===== src/common/host_interface_select_map.svh =====
// constants for the host interface select block
`ifndef HOST_INTERFACE_SELECT_MAP_SVH
`define HOST_INTERFACE_SELECT_MAP_SVH
`define HIS_SYS_CLK_KHZ 125000
`define HIS_STRAP_SETTLE_NS 32
`define HIS_STRAP_SETTLE_CYCLES (((`HIS_STRAP_SETTLE_NS) * (`HIS_SYS_CLK_KHZ) + 999999) / 1000000)
`define HIS_CNT_W 4
`define HIS_SEL_UART_TWI 1'b1
`define HIS_SAFE_BOOT_ON 1'b0
`define HIS_LINE_IDLE 1'b1
`define HIS_UART_SH_IDLE 10'h3FF
`define HIS_SPI_FILL 8'hFF
`define HIS_TWI_ADDR_DEFAULT 7'h42
`define HIS_BAUD_DIV_W 16
`endif


===== src/common/host_interface_select_pkg.sv =====
// types for the host interface select block
package host_interface_select_pkg;
    typedef enum logic [1:0] {
        MODE_UART_TWI = 2'b01,
        MODE_SPI = 2'b10
    } host_mode_t;
    typedef enum logic [1:0] {
        BOOT_SETTLE = 2'b01,
        BOOT_RUN = 2'b10
    } boot_state_t;
    typedef enum logic [6:0] {
        TW_IDLE = 7'h01,
        TW_ADDR = 7'h02,
        TW_AACK = 7'h04,
        TW_WR = 7'h08,
        TW_WACK = 7'h10,
        TW_RD = 7'h20,
        TW_RACK = 7'h40
    } twi_state_t;
    typedef struct packed {
        logic clk;
        logic cs_n;
        logic [3:0] dout;
        logic [3:0] oe_n;
    } qflash_t;
    typedef struct packed {
        logic valid;
        logic [7:0] data;
    } byte_beat_t;
endpackage


===== src/hw/host_interface_select.sv =====
// host port selection, strap capture and serial slave front ends
`timescale 1ns/1ps
`include "host_interface_select_map.svh"
// Function
// select high or open: uart and two-wire
// select low: spi slave port
// tx/miso, rx/mosi, scl/sck, sda/cs_n mapping
// spi mode: no two-wire port
// spi slave only, never drives sck/cs
// host keeps sck at or below maximum
// two-wire port is slave, i2c framing
// host keeps scl at or below maximum
// safe boot strap low: no positioning
// reset pin clears system and rtc
// keep uart and safe boot reachable
// uart baud rate is configurable
// quad flash port to optional flash
// straps latched once after reset release
module host_interface_select
    import host_interface_select_pkg::*;
#(
    parameter int FIFO_DEPTH = 8,
    parameter logic [6:0] TWI_ADDR = `HIS_TWI_ADDR_DEFAULT
) (
    input wire logic sys_clk,
    input wire logic nrst,
    input wire logic general_io_ten,
    input wire logic safe_boot_strap_n,
    output logic pin_j5_out,
    output logic pin_j5_oe_n,
    input wire logic pin_j4_in,
    input wire logic pin_b1_in,
    input wire logic pin_a2_in,
    output logic pin_a2_out,
    output logic pin_a2_oe_n,
    input wire logic [`HIS_BAUD_DIV_W-1:0] baud_div,
    input wire logic tx_to_twi,
    input wire logic [7:0] tx_data,
    input wire logic tx_valid,
    output logic tx_ready,
    output logic [7:0] rx_data,
    output logic rx_valid,
    input wire logic rx_ready,
    output logic rx_dropped,
    output host_mode_t host_mode,
    output logic straps_valid,
    output logic safe_boot_active,
    output logic nav_enable,
    output logic rtc_clear,
    input qflash_t qf_req,
    output qflash_t qf_pins,
    input wire logic [3:0] qf_din_pin,
    output logic [3:0] qf_din
);
    localparam int NS = 9;
    localparam logic [3:0] SETTLE = 4'(`HIS_STRAP_SETTLE_CYCLES);

    // synchronisers: sel, safe, j4, b1, a2, flash data
    logic [NS-1:0] meta_r, sync_r, prev_r, raw;
    assign raw = {qf_din_pin, pin_a2_in, pin_b1_in, pin_j4_in, safe_boot_strap_n, general_io_ten};
    always_ff @(posedge sys_clk or negedge nrst) begin
        if (!nrst) begin
            meta_r <= {NS{1'b1}};
            sync_r <= {NS{1'b1}};
            prev_r <= {NS{1'b1}};
        end else begin
            meta_r <= raw;
            sync_r <= meta_r;
            prev_r <= sync_r;
        end
    end
    logic rxd, lk, lk_prev, ld, ld_prev;
    assign rxd = sync_r[2];
    assign lk = sync_r[3];
    assign lk_prev = prev_r[3];
    assign ld = sync_r[4];
    assign ld_prev = prev_r[4];

    // startup: straps captured once, later pin changes ignored
    boot_state_t boot_r, boot_nxt;
    host_mode_t mode_r, mode_nxt;
    logic safe_r, safe_nxt, rtc_clear_r;
    logic [3:0] settle_r, settle_nxt;
    always_comb begin
        boot_nxt = boot_r;
        mode_nxt = mode_r;
        safe_nxt = safe_r;
        settle_nxt = settle_r;
        case (boot_r)
            BOOT_SETTLE: begin
                settle_nxt = settle_r + 4'h1;
                if (settle_r == SETTLE) begin
                    boot_nxt = BOOT_RUN;
                    mode_nxt = (sync_r[0] == `HIS_SEL_UART_TWI) ? MODE_UART_TWI : MODE_SPI;
                    safe_nxt = (sync_r[1] == `HIS_SAFE_BOOT_ON);
                end
            end
            BOOT_RUN: boot_nxt = BOOT_RUN;
            default: boot_nxt = BOOT_SETTLE;
        endcase
    end
    always_ff @(posedge sys_clk or negedge nrst) begin
        if (!nrst) begin
            boot_r <= BOOT_SETTLE;
            mode_r <= MODE_UART_TWI;
            safe_r <= 1'b0;
            settle_r <= 4'h0;
            rtc_clear_r <= 1'b1;
        end else begin
            boot_r <= boot_nxt;
            mode_r <= mode_nxt;
            safe_r <= safe_nxt;
            settle_r <= settle_nxt;
            rtc_clear_r <= 1'b0;
        end
    end
    logic run, uart_on, spi_on;
    assign run = (boot_r == BOOT_RUN);
    assign uart_on = run && (mode_r == MODE_UART_TWI);
    assign spi_on = run && (mode_r == MODE_SPI);
    assign host_mode = mode_r;
    assign straps_valid = run;
    assign safe_boot_active = safe_r;
    assign nav_enable = run && !safe_r;
    assign rtc_clear = rtc_clear_r;

    // shared transmit holding byte for spi and two-wire reads
    logic [7:0] hold_r, hold_nxt;
    logic hold_v_r, hold_v_nxt, spi_take, twi_take, tx_take, utx_busy_r;
    logic fifo_ready;
    assign tx_ready = run && ((uart_on && !tx_to_twi) ? !utx_busy_r : !hold_v_r);
    assign tx_take = tx_valid && tx_ready;
    always_comb begin
        hold_nxt = hold_r;
        hold_v_nxt = hold_v_r;
        if (spi_take || twi_take) begin
            hold_v_nxt = 1'b0;
        end
        if (tx_take && !(uart_on && !tx_to_twi)) begin
            hold_nxt = tx_data;
            hold_v_nxt = 1'b1;
        end
    end

    // uart receive and transmit, bit time = baud_div cycles
    logic urx_busy_r, urx_busy_nxt, urx_push, utx_busy_nxt;
    logic [`HIS_BAUD_DIV_W-1:0] urx_cnt_r, urx_cnt_nxt, utx_cnt_r, utx_cnt_nxt;
    logic [3:0] urx_bit_r, urx_bit_nxt, utx_bit_r, utx_bit_nxt;
    logic [7:0] urx_sh_r, urx_sh_nxt;
    logic [9:0] utx_sh_r, utx_sh_nxt;
    always_comb begin
        urx_busy_nxt = urx_busy_r;
        urx_cnt_nxt = urx_cnt_r;
        urx_bit_nxt = urx_bit_r;
        urx_sh_nxt = urx_sh_r;
        urx_push = 1'b0;
        if (!urx_busy_r) begin
            if (uart_on && !rxd) begin
                urx_busy_nxt = 1'b1;
                urx_cnt_nxt = baud_div >> 1;
                urx_bit_nxt = 4'h0;
            end
        end else if (urx_cnt_r != '0) begin
            urx_cnt_nxt = urx_cnt_r - 1'b1;
        end else begin
            urx_cnt_nxt = baud_div - 1'b1;
            urx_bit_nxt = urx_bit_r + 4'h1;
            if (urx_bit_r == 4'h0) begin
                urx_busy_nxt = !rxd; // glitch on start bit
            end else if (urx_bit_r <= 4'h8) begin
                urx_sh_nxt = {rxd, urx_sh_r[7:1]};
            end else begin
                urx_busy_nxt = 1'b0;
                urx_push = rxd; // framing error drops byte
            end
        end
        utx_busy_nxt = utx_busy_r;
        utx_cnt_nxt = utx_cnt_r;
        utx_bit_nxt = utx_bit_r;
        utx_sh_nxt = utx_sh_r;
        if (!utx_busy_r) begin
            if (tx_take && uart_on && !tx_to_twi) begin
                utx_busy_nxt = 1'b1;
                utx_sh_nxt = {1'b1, tx_data, 1'b0};
                utx_cnt_nxt = baud_div - 1'b1;
                utx_bit_nxt = 4'h0;
            end
        end else if (utx_cnt_r != '0) begin
            utx_cnt_nxt = utx_cnt_r - 1'b1;
        end else if (utx_bit_r == 4'h9) begin
            utx_busy_nxt = 1'b0;
        end else begin
            utx_sh_nxt = {1'b1, utx_sh_r[9:1]};
            utx_bit_nxt = utx_bit_r + 4'h1;
            utx_cnt_nxt = baud_div - 1'b1;
        end
    end

    // spi slave mode 0; sck and cs_n only sampled, never driven
    logic spi_cs, spi_cs_prev, spi_rise, spi_fall, spi_push;
    logic [2:0] spi_cnt_r, spi_cnt_nxt;
    logic [7:0] spi_rx_r, spi_rx_nxt, spi_tx_r, spi_tx_nxt;
    assign spi_cs = spi_on && !ld;
    assign spi_cs_prev = spi_on && !ld_prev;
    assign spi_rise = spi_cs && lk && !lk_prev;
    assign spi_fall = spi_cs && !lk && lk_prev;
    always_comb begin
        spi_cnt_nxt = spi_cnt_r;
        spi_rx_nxt = spi_rx_r;
        spi_tx_nxt = spi_tx_r;
        spi_push = 1'b0;
        spi_take = 1'b0;
        if (!spi_cs) begin
            spi_cnt_nxt = 3'h0;
        end else if (!spi_cs_prev || (spi_rise && spi_cnt_r == 3'h7)) begin
            spi_tx_nxt = hold_v_r ? hold_r : `HIS_SPI_FILL;
            spi_take = hold_v_r;
        end else if (spi_fall && spi_cnt_r != 3'h0) begin
            spi_tx_nxt = {spi_tx_r[6:0], 1'b1};
        end
        if (spi_rise) begin
            spi_rx_nxt = {spi_rx_r[6:0], rxd};
            spi_cnt_nxt = spi_cnt_r + 3'h1;
            spi_push = (spi_cnt_r == 3'h7);
        end
    end

    // two-wire slave: start, stop, address match, ack and read back
    twi_state_t tw_r, tw_nxt;
    logic [3:0] tw_cnt_r, tw_cnt_nxt;
    logic [7:0] tw_sh_r, tw_sh_nxt;
    logic tw_low_r, tw_low_nxt, tw_ok_r, tw_ok_nxt, twi_push;
    logic tw_start, tw_stop, tw_rise, tw_fall, tw_on;
    assign tw_on = uart_on;
    assign tw_start = tw_on && lk && lk_prev && ld_prev && !ld;
    assign tw_stop = tw_on && lk && lk_prev && !ld_prev && ld;
    assign tw_rise = tw_on && lk && !lk_prev;
    assign tw_fall = tw_on && !lk && lk_prev;
    always_comb begin
        tw_nxt = tw_r;
        tw_cnt_nxt = tw_cnt_r;
        tw_sh_nxt = tw_sh_r;
        tw_low_nxt = tw_low_r;
        tw_ok_nxt = tw_ok_r;
        twi_push = 1'b0;
        twi_take = 1'b0;
        case (tw_r)
            TW_IDLE: tw_low_nxt = 1'b0;
            TW_ADDR, TW_WR: begin
                if (tw_rise && tw_cnt_r != 4'h8) begin
                    tw_sh_nxt = {tw_sh_r[6:0], ld};
                    tw_cnt_nxt = tw_cnt_r + 4'h1;
                end else if (tw_fall && tw_cnt_r == 4'h8) begin
                    tw_cnt_nxt = 4'h0;
                    if (tw_r == TW_ADDR) begin
                        tw_ok_nxt = (tw_sh_r[7:1] == TWI_ADDR);
                        tw_low_nxt = tw_ok_nxt;
                        tw_nxt = tw_ok_nxt ? TW_AACK : TW_IDLE;
                    end else begin
                        // full fifo or busy uart push means not acknowledged
                        tw_ok_nxt = fifo_ready && !urx_push;
                        twi_push = tw_ok_nxt;
                        tw_low_nxt = tw_ok_nxt;
                        tw_nxt = TW_WACK;
                    end
                end
            end
            TW_AACK: begin
                if (tw_fall) begin
                    if (tw_sh_r[0]) begin
                        tw_nxt = TW_RD;
                        tw_sh_nxt = hold_v_r ? hold_r : `HIS_SPI_FILL;
                        twi_take = hold_v_r;
                        tw_low_nxt = hold_v_r ? !hold_r[7] : 1'b0;
                    end else begin
                        tw_nxt = TW_WR;
                        tw_low_nxt = 1'b0;
                    end
                end
            end
            TW_WACK: begin
                if (tw_fall) begin
                    tw_low_nxt = 1'b0;
                    tw_nxt = tw_ok_r ? TW_WR : TW_IDLE;
                end
            end
            TW_RD: begin
                if (tw_fall) begin
                    if (tw_cnt_r == 4'h7) begin
                        tw_nxt = TW_RACK;
                        tw_low_nxt = 1'b0;
                    end else begin
                        tw_sh_nxt = {tw_sh_r[6:0], 1'b1};
                        tw_low_nxt = !tw_sh_r[6];
                        tw_cnt_nxt = tw_cnt_r + 4'h1;
                    end
                end
            end
            TW_RACK: begin
                if (tw_rise) begin
                    tw_ok_nxt = !ld;
                end else if (tw_fall) begin
                    tw_cnt_nxt = 4'h0;
                    if (tw_ok_r) begin
                        tw_nxt = TW_RD;
                        tw_sh_nxt = hold_v_r ? hold_r : `HIS_SPI_FILL;
                        twi_take = hold_v_r;
                        tw_low_nxt = hold_v_r ? !hold_r[7] : 1'b0;
                    end else begin
                        tw_nxt = TW_IDLE;
                    end
                end
            end
            default: tw_nxt = TW_IDLE;
        endcase
        if (tw_start) begin
            tw_nxt = TW_ADDR; // repeated start too
            tw_cnt_nxt = 4'h0;
            tw_low_nxt = 1'b0;
        end else if (tw_stop || !tw_on) begin
            tw_nxt = TW_IDLE;
            tw_low_nxt = 1'b0;
        end
    end

    // all front ends register here
    always_ff @(posedge sys_clk or negedge nrst) begin
        if (!nrst) begin
            hold_r <= 8'h00;
            hold_v_r <= 1'b0;
            urx_busy_r <= 1'b0;
            urx_cnt_r <= '0;
            urx_bit_r <= 4'h0;
            urx_sh_r <= 8'h00;
            utx_busy_r <= 1'b0;
            utx_cnt_r <= '0;
            utx_bit_r <= 4'h0;
            utx_sh_r <= `HIS_UART_SH_IDLE;
            spi_cnt_r <= 3'h0;
            spi_rx_r <= 8'h00;
            spi_tx_r <= `HIS_SPI_FILL;
            tw_r <= TW_IDLE;
            tw_cnt_r <= 4'h0;
            tw_sh_r <= 8'h00;
            tw_low_r <= 1'b0;
            tw_ok_r <= 1'b0;
        end else begin
            hold_r <= hold_nxt;
            hold_v_r <= hold_v_nxt;
            urx_busy_r <= urx_busy_nxt;
            urx_cnt_r <= urx_cnt_nxt;
            urx_bit_r <= urx_bit_nxt;
            urx_sh_r <= urx_sh_nxt;
            utx_busy_r <= utx_busy_nxt;
            utx_cnt_r <= utx_cnt_nxt;
            utx_bit_r <= utx_bit_nxt;
            utx_sh_r <= utx_sh_nxt;
            spi_cnt_r <= spi_cnt_nxt;
            spi_rx_r <= spi_rx_nxt;
            spi_tx_r <= spi_tx_nxt;
            tw_r <= tw_nxt;
            tw_cnt_r <= tw_cnt_nxt;
            tw_sh_r <= tw_sh_nxt;
            tw_low_r <= tw_low_nxt;
            tw_ok_r <= tw_ok_nxt;
        end
    end

    // shared pins; outputs released until straps are in
    always_comb begin
        pin_j5_out = `HIS_LINE_IDLE;
        pin_j5_oe_n = 1'b1;
        pin_a2_out = 1'b0;
        pin_a2_oe_n = 1'b1;
        if (uart_on) begin
            pin_j5_out = utx_sh_r[0];
            pin_j5_oe_n = 1'b0;
            pin_a2_oe_n = !tw_low_r;
        end else if (spi_on) begin
            pin_j5_out = spi_tx_r[7];
            pin_j5_oe_n = !spi_cs;
        end
    end

    // serial bytes cannot be stalled, so uart and spi drop on full
    byte_beat_t push;
    always_comb begin
        push.valid = urx_push || spi_push || twi_push;
        push.data = urx_push ? urx_sh_r : (spi_push ? {spi_rx_r[6:0], rxd} : tw_sh_r);
    end
    assign rx_dropped = (urx_push || spi_push) && !fifo_ready;

    word_fifo #(
        .WIDTH(8),
        .DEPTH(FIFO_DEPTH)
    ) rx_fifo (
        .sys_clk(sys_clk),
        .nrst(nrst),
        .in_valid(push.valid),
        .in_ready(fifo_ready),
        .in_data(push.data),
        .out_valid(rx_valid),
        .out_ready(rx_ready),
        .out_data(rx_data)
    );

    // quad flash port registered out and in
    qflash_t qf_r;
    always_ff @(posedge sys_clk or negedge nrst) begin
        if (!nrst) begin
            qf_r <= '{clk: 1'b0, cs_n: 1'b1, dout: 4'h0, oe_n: 4'hF};
        end else begin
            qf_r <= qf_req;
        end
    end
    assign qf_pins = qf_r;
    assign qf_din = sync_r[8:5];
endmodule


===== src/hw/word_fifo.sv =====
// synchronous fifo with valid and ready on both sides
`timescale 1ns/1ps
module word_fifo #(
    parameter int WIDTH = 8,
    parameter int DEPTH = 8,
    parameter int AW = $clog2(DEPTH)
) (
    input wire logic sys_clk,
    input wire logic nrst,
    input wire logic in_valid,
    output logic in_ready,
    input wire logic [WIDTH-1:0] in_data,
    output logic out_valid,
    input wire logic out_ready,
    output logic [WIDTH-1:0] out_data
);
    logic [WIDTH-1:0] mem [DEPTH];
    logic [AW:0] wr_r, wr_nxt, rd_r, rd_nxt;
    logic full, empty, do_wr, do_rd;

    // extra pointer bit tells full from empty
    assign full = (wr_r[AW] != rd_r[AW]) && (wr_r[AW-1:0] == rd_r[AW-1:0]);
    assign empty = (wr_r == rd_r);
    assign in_ready = !full;
    assign out_valid = !empty;
    assign out_data = mem[rd_r[AW-1:0]];
    assign do_wr = in_valid && !full;
    assign do_rd = out_ready && !empty;

    always_comb begin
        wr_nxt = do_wr ? wr_r + 1'b1 : wr_r;
        rd_nxt = do_rd ? rd_r + 1'b1 : rd_r;
    end

    always_ff @(posedge sys_clk or negedge nrst) begin
        if (!nrst) begin
            wr_r <= '0;
            rd_r <= '0;
        end else begin
            wr_r <= wr_nxt;
            rd_r <= rd_nxt;
        end
    end

    always_ff @(posedge sys_clk) begin
        if (do_wr) begin
            mem[wr_r[AW-1:0]] <= in_data;
        end
    end
endmodule


===== config.mk =====
export PLATFORM = sky130hd
export DESIGN_NAME = host_interface_select
export DESIGN_NICKNAME = d
export VERILOG_FILES = /design/src/common/host_interface_select_pkg.sv /design/src/hw/host_interface_select.sv /design/src/hw/word_fifo.sv
export VERILOG_INCLUDE_DIRS = /design/src /design/src/common
export SDC_FILE = /design/constraint.sdc
export NUM_CORES = 1
export LEC_CHECK = 0
export CAP_MARGIN = 20
export CORE_MARGIN = 1.5
export CORE_UTILIZATION = 45
export CTS_BUF_LIST = sky130_fd_sc_hd__clkbuf_4 sky130_fd_sc_hd__clkbuf_8
export DETAILED_ROUTE_END_ITERATION = 16
export DONT_BUFFER_PORTS = 1
export SKIP_CTS_REPAIR_TIMING = 1
export SYNTH_ARGS = -nofsm -noshare
export SYNTH_HDL_FRONTEND = slang
export SYNTH_HIERARCHICAL = 1
export SYNTH_SLANG_ARGS = --single-unit

===== constraint.sdc =====
create_clock -name sys_clk -period 5 [get_ports sys_clk]
set_input_delay 0.25 -clock sys_clk [delete_from_list [all_inputs] [get_ports sys_clk]]
set_output_delay 0.25 -clock sys_clk [all_outputs]
set_load 0.005 [all_outputs]

==> results of run 1 <==
[kinds of logic (layout without fill, tap and decap cells)]
| kind of cell | Yosys count | count (layout) | share of synthesized area [%] |
|---|---|---|---|
| AOI/OAI and AO/OA | 199 | 199 | 11.2 |
| xor gates and xnor gates | 46 | 46 | 3.58 |
| adders and majority gates | 20 | 20 | 2.23 |
| buffers and inverters | 93 | 162 | 3.81 |
| DFF | 219 | 219 | 52.1 |
| muxes | 95 | 95 | 10.7 |
| other | 1 | 2 | 0.0334 |
| and+or+nand+nor | 331 | 331 | 16.3 |
[routing by layer]
layer  global-route usage (%)  vias up
li1                         -     3760
met1                     27.1     3821
met2                     30.0      200
met3                     4.39       39
met4                     5.30        0
met5                        0        -
[power by group]
part,switching (mW),internal [mW],leakage (nW)
Combinational,0.376,0.362,2.23
Clock,0.752,0.942,0.440
Sequential,0.242,2.12,2.46
Total,1.37,3.42,5.13
[flip-flops by register name, summed over array words and instances, names as in the netlist, 2 cells and up]
register	flops
urx_bit_r	4
utx_bit_r	4
hold_r	8
boot_r	2
utx_cnt_r	16
utx_sh_r	9
rx_fifo/mem	64
urx_cnt_r	16
meta_r	9
sync_r	9
spi_tx_r	8
prev_r	2
settle_r	4
urx_sh_r	8
host_mode	2
spi_rx_r	7
tw_sh_r	8
rx_fifo/rd_r	4
spi_cnt_r	3
tw_cnt_r	4
rx_fifo/wr_r	4
qf_pins	10
tw_r	7
[cell usage in the layout (no fill, tap or decap), types with 20 or more instances in the layout]
cell type | netlist | layout
sky130_fd_sc_hd__clkbuf_8 | 0 | 48
sky130_fd_sc_hd__mux2i_1 | 35 | 35
sky130_fd_sc_hd__nor2_1 | 72 | 72
sky130_fd_sc_hd__xnor2_1 | 27 | 27
sky130_fd_sc_hd__a21oi_1 | 49 | 49
sky130_fd_sc_hd__nor3_1 | 21 | 21
sky130_fd_sc_hd__inv_1 | 36 | 36
sky130_fd_sc_hd__dfstp_2 | 46 | 46
sky130_fd_sc_hd__ha_1 | 20 | 20
sky130_fd_sc_hd__o21ai_0 | 69 | 69
sky130_fd_sc_hd__dfrtp_1 | 109 | 109
sky130_fd_sc_hd__edfxtp_1 | 64 | 64
sky130_fd_sc_hd__dlygate4sd3_1 | 0 | 43
sky130_fd_sc_hd__nand2_1 | 92 | 92
sky130_fd_sc_hd__mux2_2 | 43 | 43
sky130_fd_sc_hd__nand2b_1 | 22 | 22
[worst max-delay path by stage]
stage,startpoint,to,depth (start not counted)
2_1_floorplan,urx_cnt_r[0]$_DFFE_PN0P_,rx_fifo/mem[5][0]$_DFFE_PP_,10
3_3_place_gp,urx_cnt_r[0]$_DFFE_PN0P_,rx_fifo/mem[5][1]$_DFFE_PP_,9
3_5_place_dp,urx_cnt_r[0]$_DFFE_PN0P_,rx_fifo/mem[5][4]$_DFFE_PP_,9
4_1_cts,urx_cnt_r[0]$_DFFE_PN0P_,rx_fifo/mem[5][2]$_DFFE_PP_,9
5_1_grt,urx_cnt_r[0]$_DFFE_PN0P_,rx_fifo/mem[5][4]$_DFFE_PP_,9
6_report,urx_cnt_r[0]$_DFFE_PN0P_,rx_fifo/mem[2][2]$_DFFE_PP_,9
[area by class of cell]
type | instances | area (um2)
clock buffers | 56 | 721
well taps | 324 | 405
flip-flops and latches | 219 | 5860
repair buffers | 52 | 518
multi-input cells | 693 | 4980
inverters | 36 | 135
clock inverters | 18 | 100
fillers | 2216 | 11700
==> flow_summary.ini, run 1 <==
[synthesis]
post_synthesis_instance_area_um2 = 11200
most_frequent_cell_after_synthesis = sky130_fd_sc_hd__dfrtp_1
synth.avg_cell_area_um2 = 11.2
async_flop_share_pct = 70.8
ys_top_cells_by_count = 109 x sky130_fd_sc_hd__dfrtp_1, 92 x sky130_fd_sc_hd__nand2_1, 72 x sky130_fd_sc_hd__nor2_1
postSynthCellCount = 1004
ys_ff_latch = 219
synth_enable_flop_cells = 64
synth_warn = 6
synth.yosys.seq_area_share_pct = 52.1
synth_top_flop_cell = sky130_fd_sc_hd__dfrtp_1
most_area_hungry_cell_type_in_the_yosys_netlist = sky130_fd_sc_hd__dfrtp_1
synth_area_leaders = sky130_fd_sc_hd__dfrtp_1 24%, sky130_fd_sc_hd__edfxtp_1 17%, sky130_fd_sc_hd__dfstp_2 11%
synth_cell_types = 82
synth.top_cell.area_share_pct = 24.3

[power]
total_power_of_the_final_layout_mw = 4.79
p_leak_nw = 5.13
peakVddDrop_uv = 245
power.density_nw_per_um2 = 377

[worst_setup_path]
worst_r2r_endpoint = rx_fifo/mem[2][2]$_DFFE_PP_
ordered_list_of_cells_on_the_worst_path = inv_1, ha_1, nor4b_2, nand4_2, or3_1, buf_4, nand3_1, nand2b_1, nor4b_2
timing.critical_path.required_ps = 5150
slowest_cell_on_the_critical_path = sky130_fd_sc_hd__nor4b_2
critical_path_peak_fanout = 20
critPathCaptureType = flop
timing.critical_path.from_type = flop
startpoint_of_the_most_critical_register_to_register_path = urx_cnt_r[0]$_DFFE_PN0P_
timing.reg2reg.setup_slack_ps = 1200
setup.worst_path.class = flop to flop
critical_path.n_buffers_inverters = 2
crit_family = simple AND/OR/NAND/NOR gates
worst_path_most_repeated_cell = sky130_fd_sc_hd__nor4b_2
worst_path_largest_cell_delay_ps = 830
timing.critical_path.arrival_ps = 3950
timing.reg2reg.worst_path_depth = 9

[placement]
replace_congestion = 0.844
detailedPlace.worstSlack_ps = 1150
numPlacedInstances = 1280
dp_hpwl_um = 16700
instance_area_after_placement_um2 = 11400
port_buffers = 0

[routing]
wl_met1_um = 11500
routed.top_layer = met4
detail_route.drc_violations = 0
first_pass_iters = 5
routed-via-count = 7820
totalWireLength_um = 24900
viasPerCell = 5.59
met3WireLength_um = 1340
detail_route.wl_per_cell_um = 17.8
drt_iter0_markers = 353
met2_wirelength_um = 11600
antenna_violating_nets_post_route = 0

[floorplanning]
floorplan.rows = 57
design.core.area_um2 = 24400
io-pin-count = 83
die-width_um = 161
start_util_pct = 46.1
die-area_um2 = 25900
die_extent_in_y_um = 161

[timing]
period_minus_slack_ps = 3800
final_max_slew_viol_count = 0
total_of_endpoints_with_negative_setup_slack_in_the_final_report = 0
maxSlewHeadroom_pct = 28.0
period_share_pct = 75.9
smallest_setup_slack_after_layout_ps = 1200
fin_setup_tns_ps = 0
hold_slack_ps = 15.2
rsz_0062_raised_after_global_routing = no
worst-slew-pin-transition_ps = 1070
finalClockSkew_ps = 25.0
final_hold_viol_count = 0
max_freq_mhz = 263

[global_route]
grt_use_total_pct = 19.2
first_global_vias = 7575
first_pass_grt_wire_length_um = 40300
initial_antenna_violation_count = 0
globalRouteOverflowTotal = 0
pin_count_of_the_biggest_net_entering_global_routing = 156

[clock_network]
cts_max_path_buffers = 3
h-tree-depth = 2
cts_num_sinks = 219
path_clk_slew_ps = 60
cts-buffers-inserted = 40
cts.root.buffer_cell = sky130_fd_sc_hd__clkbuf_8
clock_insertion_delay_worst_skew_ps = 540
cts_tree = built

[min_path]
hold_depth = 2
hold_path.startpoint = rx_ready
whs_endpoint = rx_fifo/rd_r[3]$_DFFE_PN0P_
hold_path_class = input pin to flop

[layout]
syn_to_final_growth_pct = 13.2
nNetsFinal = 1110
final_core_util_pct = 52.2
antenna_cells = 0
final_design_area_no_fill_um2 = 12700
fin_cells = 1398
drive_gt1_share_pct = 20.2

[outcome]
run_status = finished, final reports clean

[job]
maxCapViolations = 0
No activity file was read; power rests on OpenSTA's default activity.
==> inputs of run 2 (changes only) <==
--- a/config.mk
+++ b/config.mk
@@ -6,6 +6,7 @@
 export SDC_FILE = /design/constraint.sdc
 export NUM_CORES = 1
 export LEC_CHECK = 0
+export ABC_AREA = 1
 export CAP_MARGIN = 20
 export CORE_MARGIN = 1.5
 export CORE_UTILIZATION = 45
==> constraint.sdc (replaced) <==
create_clock -name sys_clk -period 4 [get_ports sys_clk]
set_input_delay 0.2 -clock sys_clk [delete_from_list [all_inputs] [get_ports sys_clk]]
set_output_delay 0.2 -clock sys_clk [all_outputs]
set_load 0.005 [all_outputs]
==> run 2 against run 1 <==
The run now ends with hold timing left. Sequential power grew 12%. Via count grew 14%. Register-to-register slack lost 250 ps. Sequential cell count is the same. Global-route usage grew 1.3 points. Final area grew 2.4%.
==> flow_summary.ini, run 2 <==
[placement]
detailedPlace.worstSlack_ps = 956
replace_congestion = 0.932
port_buffers = 0
dp_hpwl_um = 18700

[routing]
detail_route.wl_per_cell_um = 15.2
viasPerCell = 5.06
detail_route.drc_violations = 0
drt_iter0_markers = 592
antenna_violating_nets_post_route = 0
routed-via-count = 8936
first_pass_iters = 5
totalWireLength_um = 26900

[floorplanning]
io-pin-count = 83
floorplan.rows = 58
die-width_um = 162
start_util_pct = 45.7
die_extent_in_y_um = 162
die-area_um2 = 26400
design.core.area_um2 = 25000

[synthesis]
synth.top_cell.area_share_pct = 23.8
synth_enable_flop_cells = 64
ys_top_cells_by_count = 350 x sky130_fd_sc_hd__nand2_1, 154 x sky130_fd_sc_hd__nor2_1, 129 x sky130_fd_sc_hd__inv_1
synth_area_leaders = sky130_fd_sc_hd__dfrtp_1 24%, sky130_fd_sc_hd__edfxtp_1 17%, sky130_fd_sc_hd__nand2_1 11%
synth_cell_types = 47
synth_top_flop_cell = sky130_fd_sc_hd__dfrtp_1
ys_ff_latch = 219
most_area_hungry_cell_type_in_the_yosys_netlist = sky130_fd_sc_hd__dfrtp_1
postSynthCellCount = 1342
synth.yosys.seq_area_share_pct = 51.2
synth_warn = 6
async_flop_share_pct = 70.8
synth.avg_cell_area_um2 = 8.53
most_frequent_cell_after_synthesis = sky130_fd_sc_hd__nand2_1
post_synthesis_instance_area_um2 = 11400

[clock_network]
cts_max_path_buffers = 3
h-tree-depth = 2
path_clk_slew_ps = 60
cts_tree = built
cts.root.buffer_cell = sky130_fd_sc_hd__clkbuf_8
clock_insertion_delay_worst_skew_ps = 530
cts-buffers-inserted = 40
cts_num_sinks = 219

[timing]
period_minus_slack_ps = 3050
smallest_setup_slack_after_layout_ps = 951
worst-slew-pin-transition_ps = 789
finalClockSkew_ps = 20.1
maxSlewHeadroom_pct = 47.4
max_freq_mhz = 328
total_of_endpoints_with_negative_setup_slack_in_the_final_report = 0
final_max_slew_viol_count = 0
fin_setup_tns_ps = 0
final_hold_viol_count = 3
period_share_pct = 76.2
hold_slack_ps = -22.0
rsz_0062_raised_after_global_routing = no

[layout]
multi_input_area_um2 = 4820
syn_to_final_growth_pct = 13.9
largest_register_ff_count = 64
sequential_cell_area_um2 = 5860
n_fill_cell = 2410
nNetsFinal = 1473
final_common_cell = sky130_fd_sc_hd__nand2_1
drive_gt1_share_pct = 15.1
antenna_cells = 0
final_cell_mix = 350 x sky130_fd_sc_hd__nand2_1, 154 x sky130_fd_sc_hd__nor2_1, 129 x sky130_fd_sc_hd__inv_1
final_core_util_pct = 52.0

[global_route]
pin_count_of_the_biggest_net_entering_global_routing = 156
grt.busiest_layer = met2
routing_usage_on_met2_pct = 32.4
first_pass_grt_wire_length_um = 43300
initial_antenna_violation_count = 0
grt_use_total_pct = 20.5
first_global_vias = 8426
gr-usage-met1_pct = 28.3
met3_layer_usage_reported_by_global_route_pct = 3.95
globalRouteOverflowTotal = 0

[worst_setup_path]
ordered_list_of_cells_on_the_worst_path = inv_1, ha_1, nand3_2, nor2_4, inv_2, nor2_8, nand2_4, and2_1, o31ai_1, buf_4, nand3_2, nor2_1
critical_path.n_buffers_inverters = 3
timing.reg2reg.setup_slack_ps = 950
critPathCaptureType = flop
setup.worst_path.class = flop to flop
timing.critical_path.arrival_ps = 3200
slowest_cell_on_the_critical_path = sky130_fd_sc_hd__nor2_1
timing.critical_path.from_type = flop
critical_path_peak_fanout = 25
timing.critical_path.required_ps = 4150
worst_r2r_endpoint = rx_fifo/mem[2][1]$_DFFE_PP_
worst_path_largest_cell_delay_ps = 540
timing.reg2reg.worst_path_depth = 12
worst_path_most_repeated_cell = sky130_fd_sc_hd__nand3_2
crit_family = simple AND/OR/NAND/NOR gates
startpoint_of_the_most_critical_register_to_register_path = boot_r[0]$_DFFE_PN1P_

[job]
maxCapViolations = 0

[outcome]
violations = hold timing
run_status = complete, but fails checks

[power]
total_power_of_the_final_layout_mw = 5.59
power.density_nw_per_um2 = 429
p_leak_nw = 5.74
peakVddDrop_uv = 253

[min_path]
hold_path.startpoint = baud_div[12]
whs_endpoint = urx_cnt_r[11]$_DFFE_PN0P_
hold_depth = 4
hold_path_class = input pin to flop
[run 2: cell count changes in the layout (fill, tap and decap cells not counted), sizes merged, moves of 32 or more]
cell	delta
a21oi	-32
inv	+102
mux2	-44
nand2	+279
nand3	+56
nor2	+96
o21ai	+81
[run 2: how the worst max path moves through the flow]
stage	startpoint	endpoint	cells past startpoint
after floorplan	boot_r[0]$_DFFE_PN1P_	rx_fifo/mem[4][0]$_DFFE_PP_	11
after global placement	boot_r[0]$_DFFE_PN1P_	rx_fifo/mem[6][1]$_DFFE_PP_	12
after detailed placement	boot_r[0]$_DFFE_PN1P_	rx_fifo/mem[3][7]$_DFFE_PP_	12
after CTS	boot_r[0]$_DFFE_PN1P_	rx_fifo/mem[3][7]$_DFFE_PP_	12
after global routing	boot_r[0]$_DFFE_PN1P_	rx_fifo/mem[3][6]$_DFFE_PP_	12
final	boot_r[0]$_DFFE_PN1P_	rx_fifo/mem[2][1]$_DFFE_PP_	12
[run 2: worst min-delay path: cells and delay by family]
kind	cells	cell delay, ps
compound gates	2	150
buf+inv	1	50
simple gates	1	80
[run 2: logic make-up after synthesis]
logic type      count (synthesis)  synth area share [%]
compound gates                221                  11.2
fa+ha+maj                      20                  2.19
buf+inv                       178                  6.69
simple gates                  651                  24.7
other cells                     1                0.0328
xor+xnor                       46                  3.52
flops                         219                  51.2
mux                             6                 0.525
[run 2: stage by stage]
step | area, um2 | cells | hold slack (ps)
floorplan | 11400 | 1343 | -95.6
global placement | 11700 | 1650 | -78.7
detailed placement | 11700 | 1650 | -75.8
CTS | 12600 | 1722 | -660
global route | 13000 | 1765 | 0.871
finish | 13000 | 1765 | -22.0
[run 2: power breakdown]
part / total, mW / internal, mW / switching [mW]
clock: 2.19 / 1.29 / 0.900
combinational: 0.760 / 0.290 / 0.470
sequential: 2.64 / 2.51 / 0.131
total: 5.59 / 4.09 / 1.50
[run 2: area by class of cell]
| class | instances | area share, % |
|---|---|---|
| flip-flops and latches | 219 | 45.0 |
| multi-input cells | 946 | 37.0 |
| clock buffers | 68 | 6.32 |
| repair buffers | 58 | 4.28 |
| inverters | 140 | 4.04 |
| well taps | 330 | 3.17 |
| clock inverters | 4 | 0.202 |
[run 2: metal layers]
metal  vias up  wire, um
met2       210     12300
met4         0       785
li1       4516         -
met1      4153     12500
met5         -         0
met3        57      1310
==> inputs of run 3 (changes only) <==
==> constraint.sdc (replaced) <==
create_clock -name sys_clk -period 2.9 [get_ports sys_clk]
set_input_delay 0.145 -clock sys_clk [delete_from_list [all_inputs] [get_ports sys_clk]]
set_output_delay 0.145 -clock sys_clk [all_outputs]
set_load 0.005 [all_outputs]
==> run 3 against run 2 <==
The run still ends with hold timing left. Count of clock-buffer cells in the layout decreased by 10. Via count rose by 0.69%. Largest power group unchanged. Sequential cell count stayed put. Setup slack lost 800 ps. Hold slack lost 640 ps.
==> flow_summary.ini, run 3 (synthesized netlist as in run 2, its figures left out) <==
[layout]
antenna_cells = 0
fin_cells = 1774
final_design_area_no_fill_um2 = 13000
largest_register_ff_count = 64
final_core_util_pct = 52.0
final_cell_mix = 350 x sky130_fd_sc_hd__nand2_1, 154 x sky130_fd_sc_hd__nor2_1, 129 x sky130_fd_sc_hd__inv_1
nNetsFinal = 1484
drive_gt1_share_pct = 15.2
final_common_cell = sky130_fd_sc_hd__nand2_1
syn_to_final_growth_pct = 13.8
n_fill_cell = 2398

[timing]
total_of_endpoints_with_negative_setup_slack_in_the_final_report = 0
max_freq_mhz = 363
hold_slack_ps = -661
fin_setup_tns_ps = 0
worst-slew-pin-transition_ps = 1040
rsz_0062_raised_after_global_routing = no
period_minus_slack_ps = 2750
final_max_slew_viol_count = 0
period_share_pct = 94.9
finalClockSkew_ps = 23.7
maxSlewHeadroom_pct = 30.0
final_hold_viol_count = 157

[routing]
drt_iter0_markers = 551
detail_route.drc_violations = 0
routed-via-count = 8998
antenna_violating_nets_post_route = 0
first_pass_iters = 5
viasPerCell = 5.07
totalWireLength_um = 26300
detail_route.wl_per_cell_um = 14.8

[worst_setup_path]
timing.critical_path.arrival_ps = 3160
timing.critical_path.from_type = flop
setup.worst_path.class = flop to flop
startpoint_of_the_most_critical_register_to_register_path = boot_r[0]$_DFFE_PN1P_
worst_r2r_endpoint = urx_cnt_r[6]$_DFFE_PN0P_
timing.reg2reg.worst_path_depth = 12
critical_path_peak_fanout = 13
timing.critical_path.required_ps = 3310
setup.worst_path.end = urx_cnt_r[6]$_DFFE_PN0P_
timing.reg2reg.setup_slack_ps = 150
crit_path_start = boot_r[0]$_DFFE_PN1P_
critPathCaptureType = flop

[global_route]
first_global_vias = 8487
first_pass_grt_wire_length_um = 42400
initial_antenna_violation_count = 0
pin_count_of_the_biggest_net_entering_global_routing = 156
globalRouteOverflowTotal = 0
grt_use_total_pct = 20.0

[clock_network]
cts-buffers-inserted = 39
clock_insertion_delay_worst_skew_ps = 540
cts_num_sinks = 219
cts_tree = built
path_clk_slew_ps = 60
cts.root.buffer_cell = sky130_fd_sc_hd__clkbuf_8
cts_max_path_buffers = 3
h-tree-depth = 2

[placement]
numPlacedInstances = 1660
dp_hpwl_um = 18500
instance_area_after_placement_um2 = 11800
replace_congestion = 0.886
port_buffers = 0

[outcome]
run_status = complete, but fails checks
violations = hold timing

[floorplanning]
die-width_um = 162
design.core.area_um2 = 25000
io-pin-count = 83
die_extent_in_y_um = 162
die-area_um2 = 26400
start_util_pct = 45.7
floorplan.rows = 58

[power]
power.density_nw_per_um2 = 573
p_leak_nw = 5.75
peakVddDrop_uv = 332

[min_path]
hold_path_class = input pin to asynchronous set/reset pin

[job]
maxCapViolations = 0
run 3: changes by cell type in the layout (fill, tap and decap cells not counted), sizes merged:
cell | previous run | this run
clkbuf | 68 | 59
inv | 139 | 140
clkinvlp | 1 | 0
clkinv | 4 | 11
dlygate4sd3 | 41 | 42
buf | 17 | 27
run 3: worst min-delay path by stage:
stage	to	from	cells after the start	slack, ps
after global routing	qf_pins[6]$_DFF_PN0_	nrst	0	-700
after CTS	utx_cnt_r[3]$_DFFE_PN0P_	nrst	0	-720
final	rx_fifo/rd_r[2]$_DFFE_PN0P_	nrst	0	-660
after floorplan	boot_r[1]$_DFFE_PN0P_	nrst	0	-150
after detailed placement	urx_bit_r[0]$_DFFE_PN0P_	nrst	0	-140
after global placement	rx_fifo/rd_r[0]$_DFFE_PN0P_	nrst	0	-130
run 3: cell type report:
cell class	instances	area (um2)	area share (%)
tap	330	413	3.17
clock buffer	58	717	5.50
inverter	140	527	4.04
multi-input combinational	946	4820	37.0
sequential	219	5860	45.0
timing repair buffer	70	631	4.84
clock inverter	11	57.6	0.442
run 3: per-layer routing:
layer  GRT usage, %  share of wire [%]  wire [um]  vias up
li1               -                  -          -     4534
met1           27.3                 46      12200     4208
met2           32.0                 46      12100      207
met3           3.82                5.1       1330       49
met4           6.55                2.6        674        0
met5              0                  0          0        -
run 3: where the power goes:
group | internal [mW] | switching, mW
sequential | 3.46 | 0.173
clock | 1.59 | 1.24
combinational | 0.396 | 0.608
run 3: metrics by stage:
step / setup slack [ps] / total power [mW]
final: 147 / 7.46
after global routing: 4.10 / 7.87
after CTS: 263 / 7.49
after detailed placement: 274 / 4.62
after global placement: 291 / 4.61
after floorplan: 87.2 / 4.40
run 3: critical path: stages, from the launching register on:
cell and delay [ps]:
sky130_fd_sc_hd__dfstp_2 370, sky130_fd_sc_hd__inv_1 70, sky130_fd_sc_hd__ha_1 280, sky130_fd_sc_hd__nand2_1 110
sky130_fd_sc_hd__nor2_2 140, sky130_fd_sc_hd__buf_4 220, sky130_fd_sc_hd__nand2_1 220, sky130_fd_sc_hd__nand2_1 180
sky130_fd_sc_hd__buf_4 220, sky130_fd_sc_hd__o22ai_1 90, sky130_fd_sc_hd__a21oi_1 110, sky130_fd_sc_hd__dlygate4sd3_1 560
sky130_fd_sc_hd__nand2_1 50
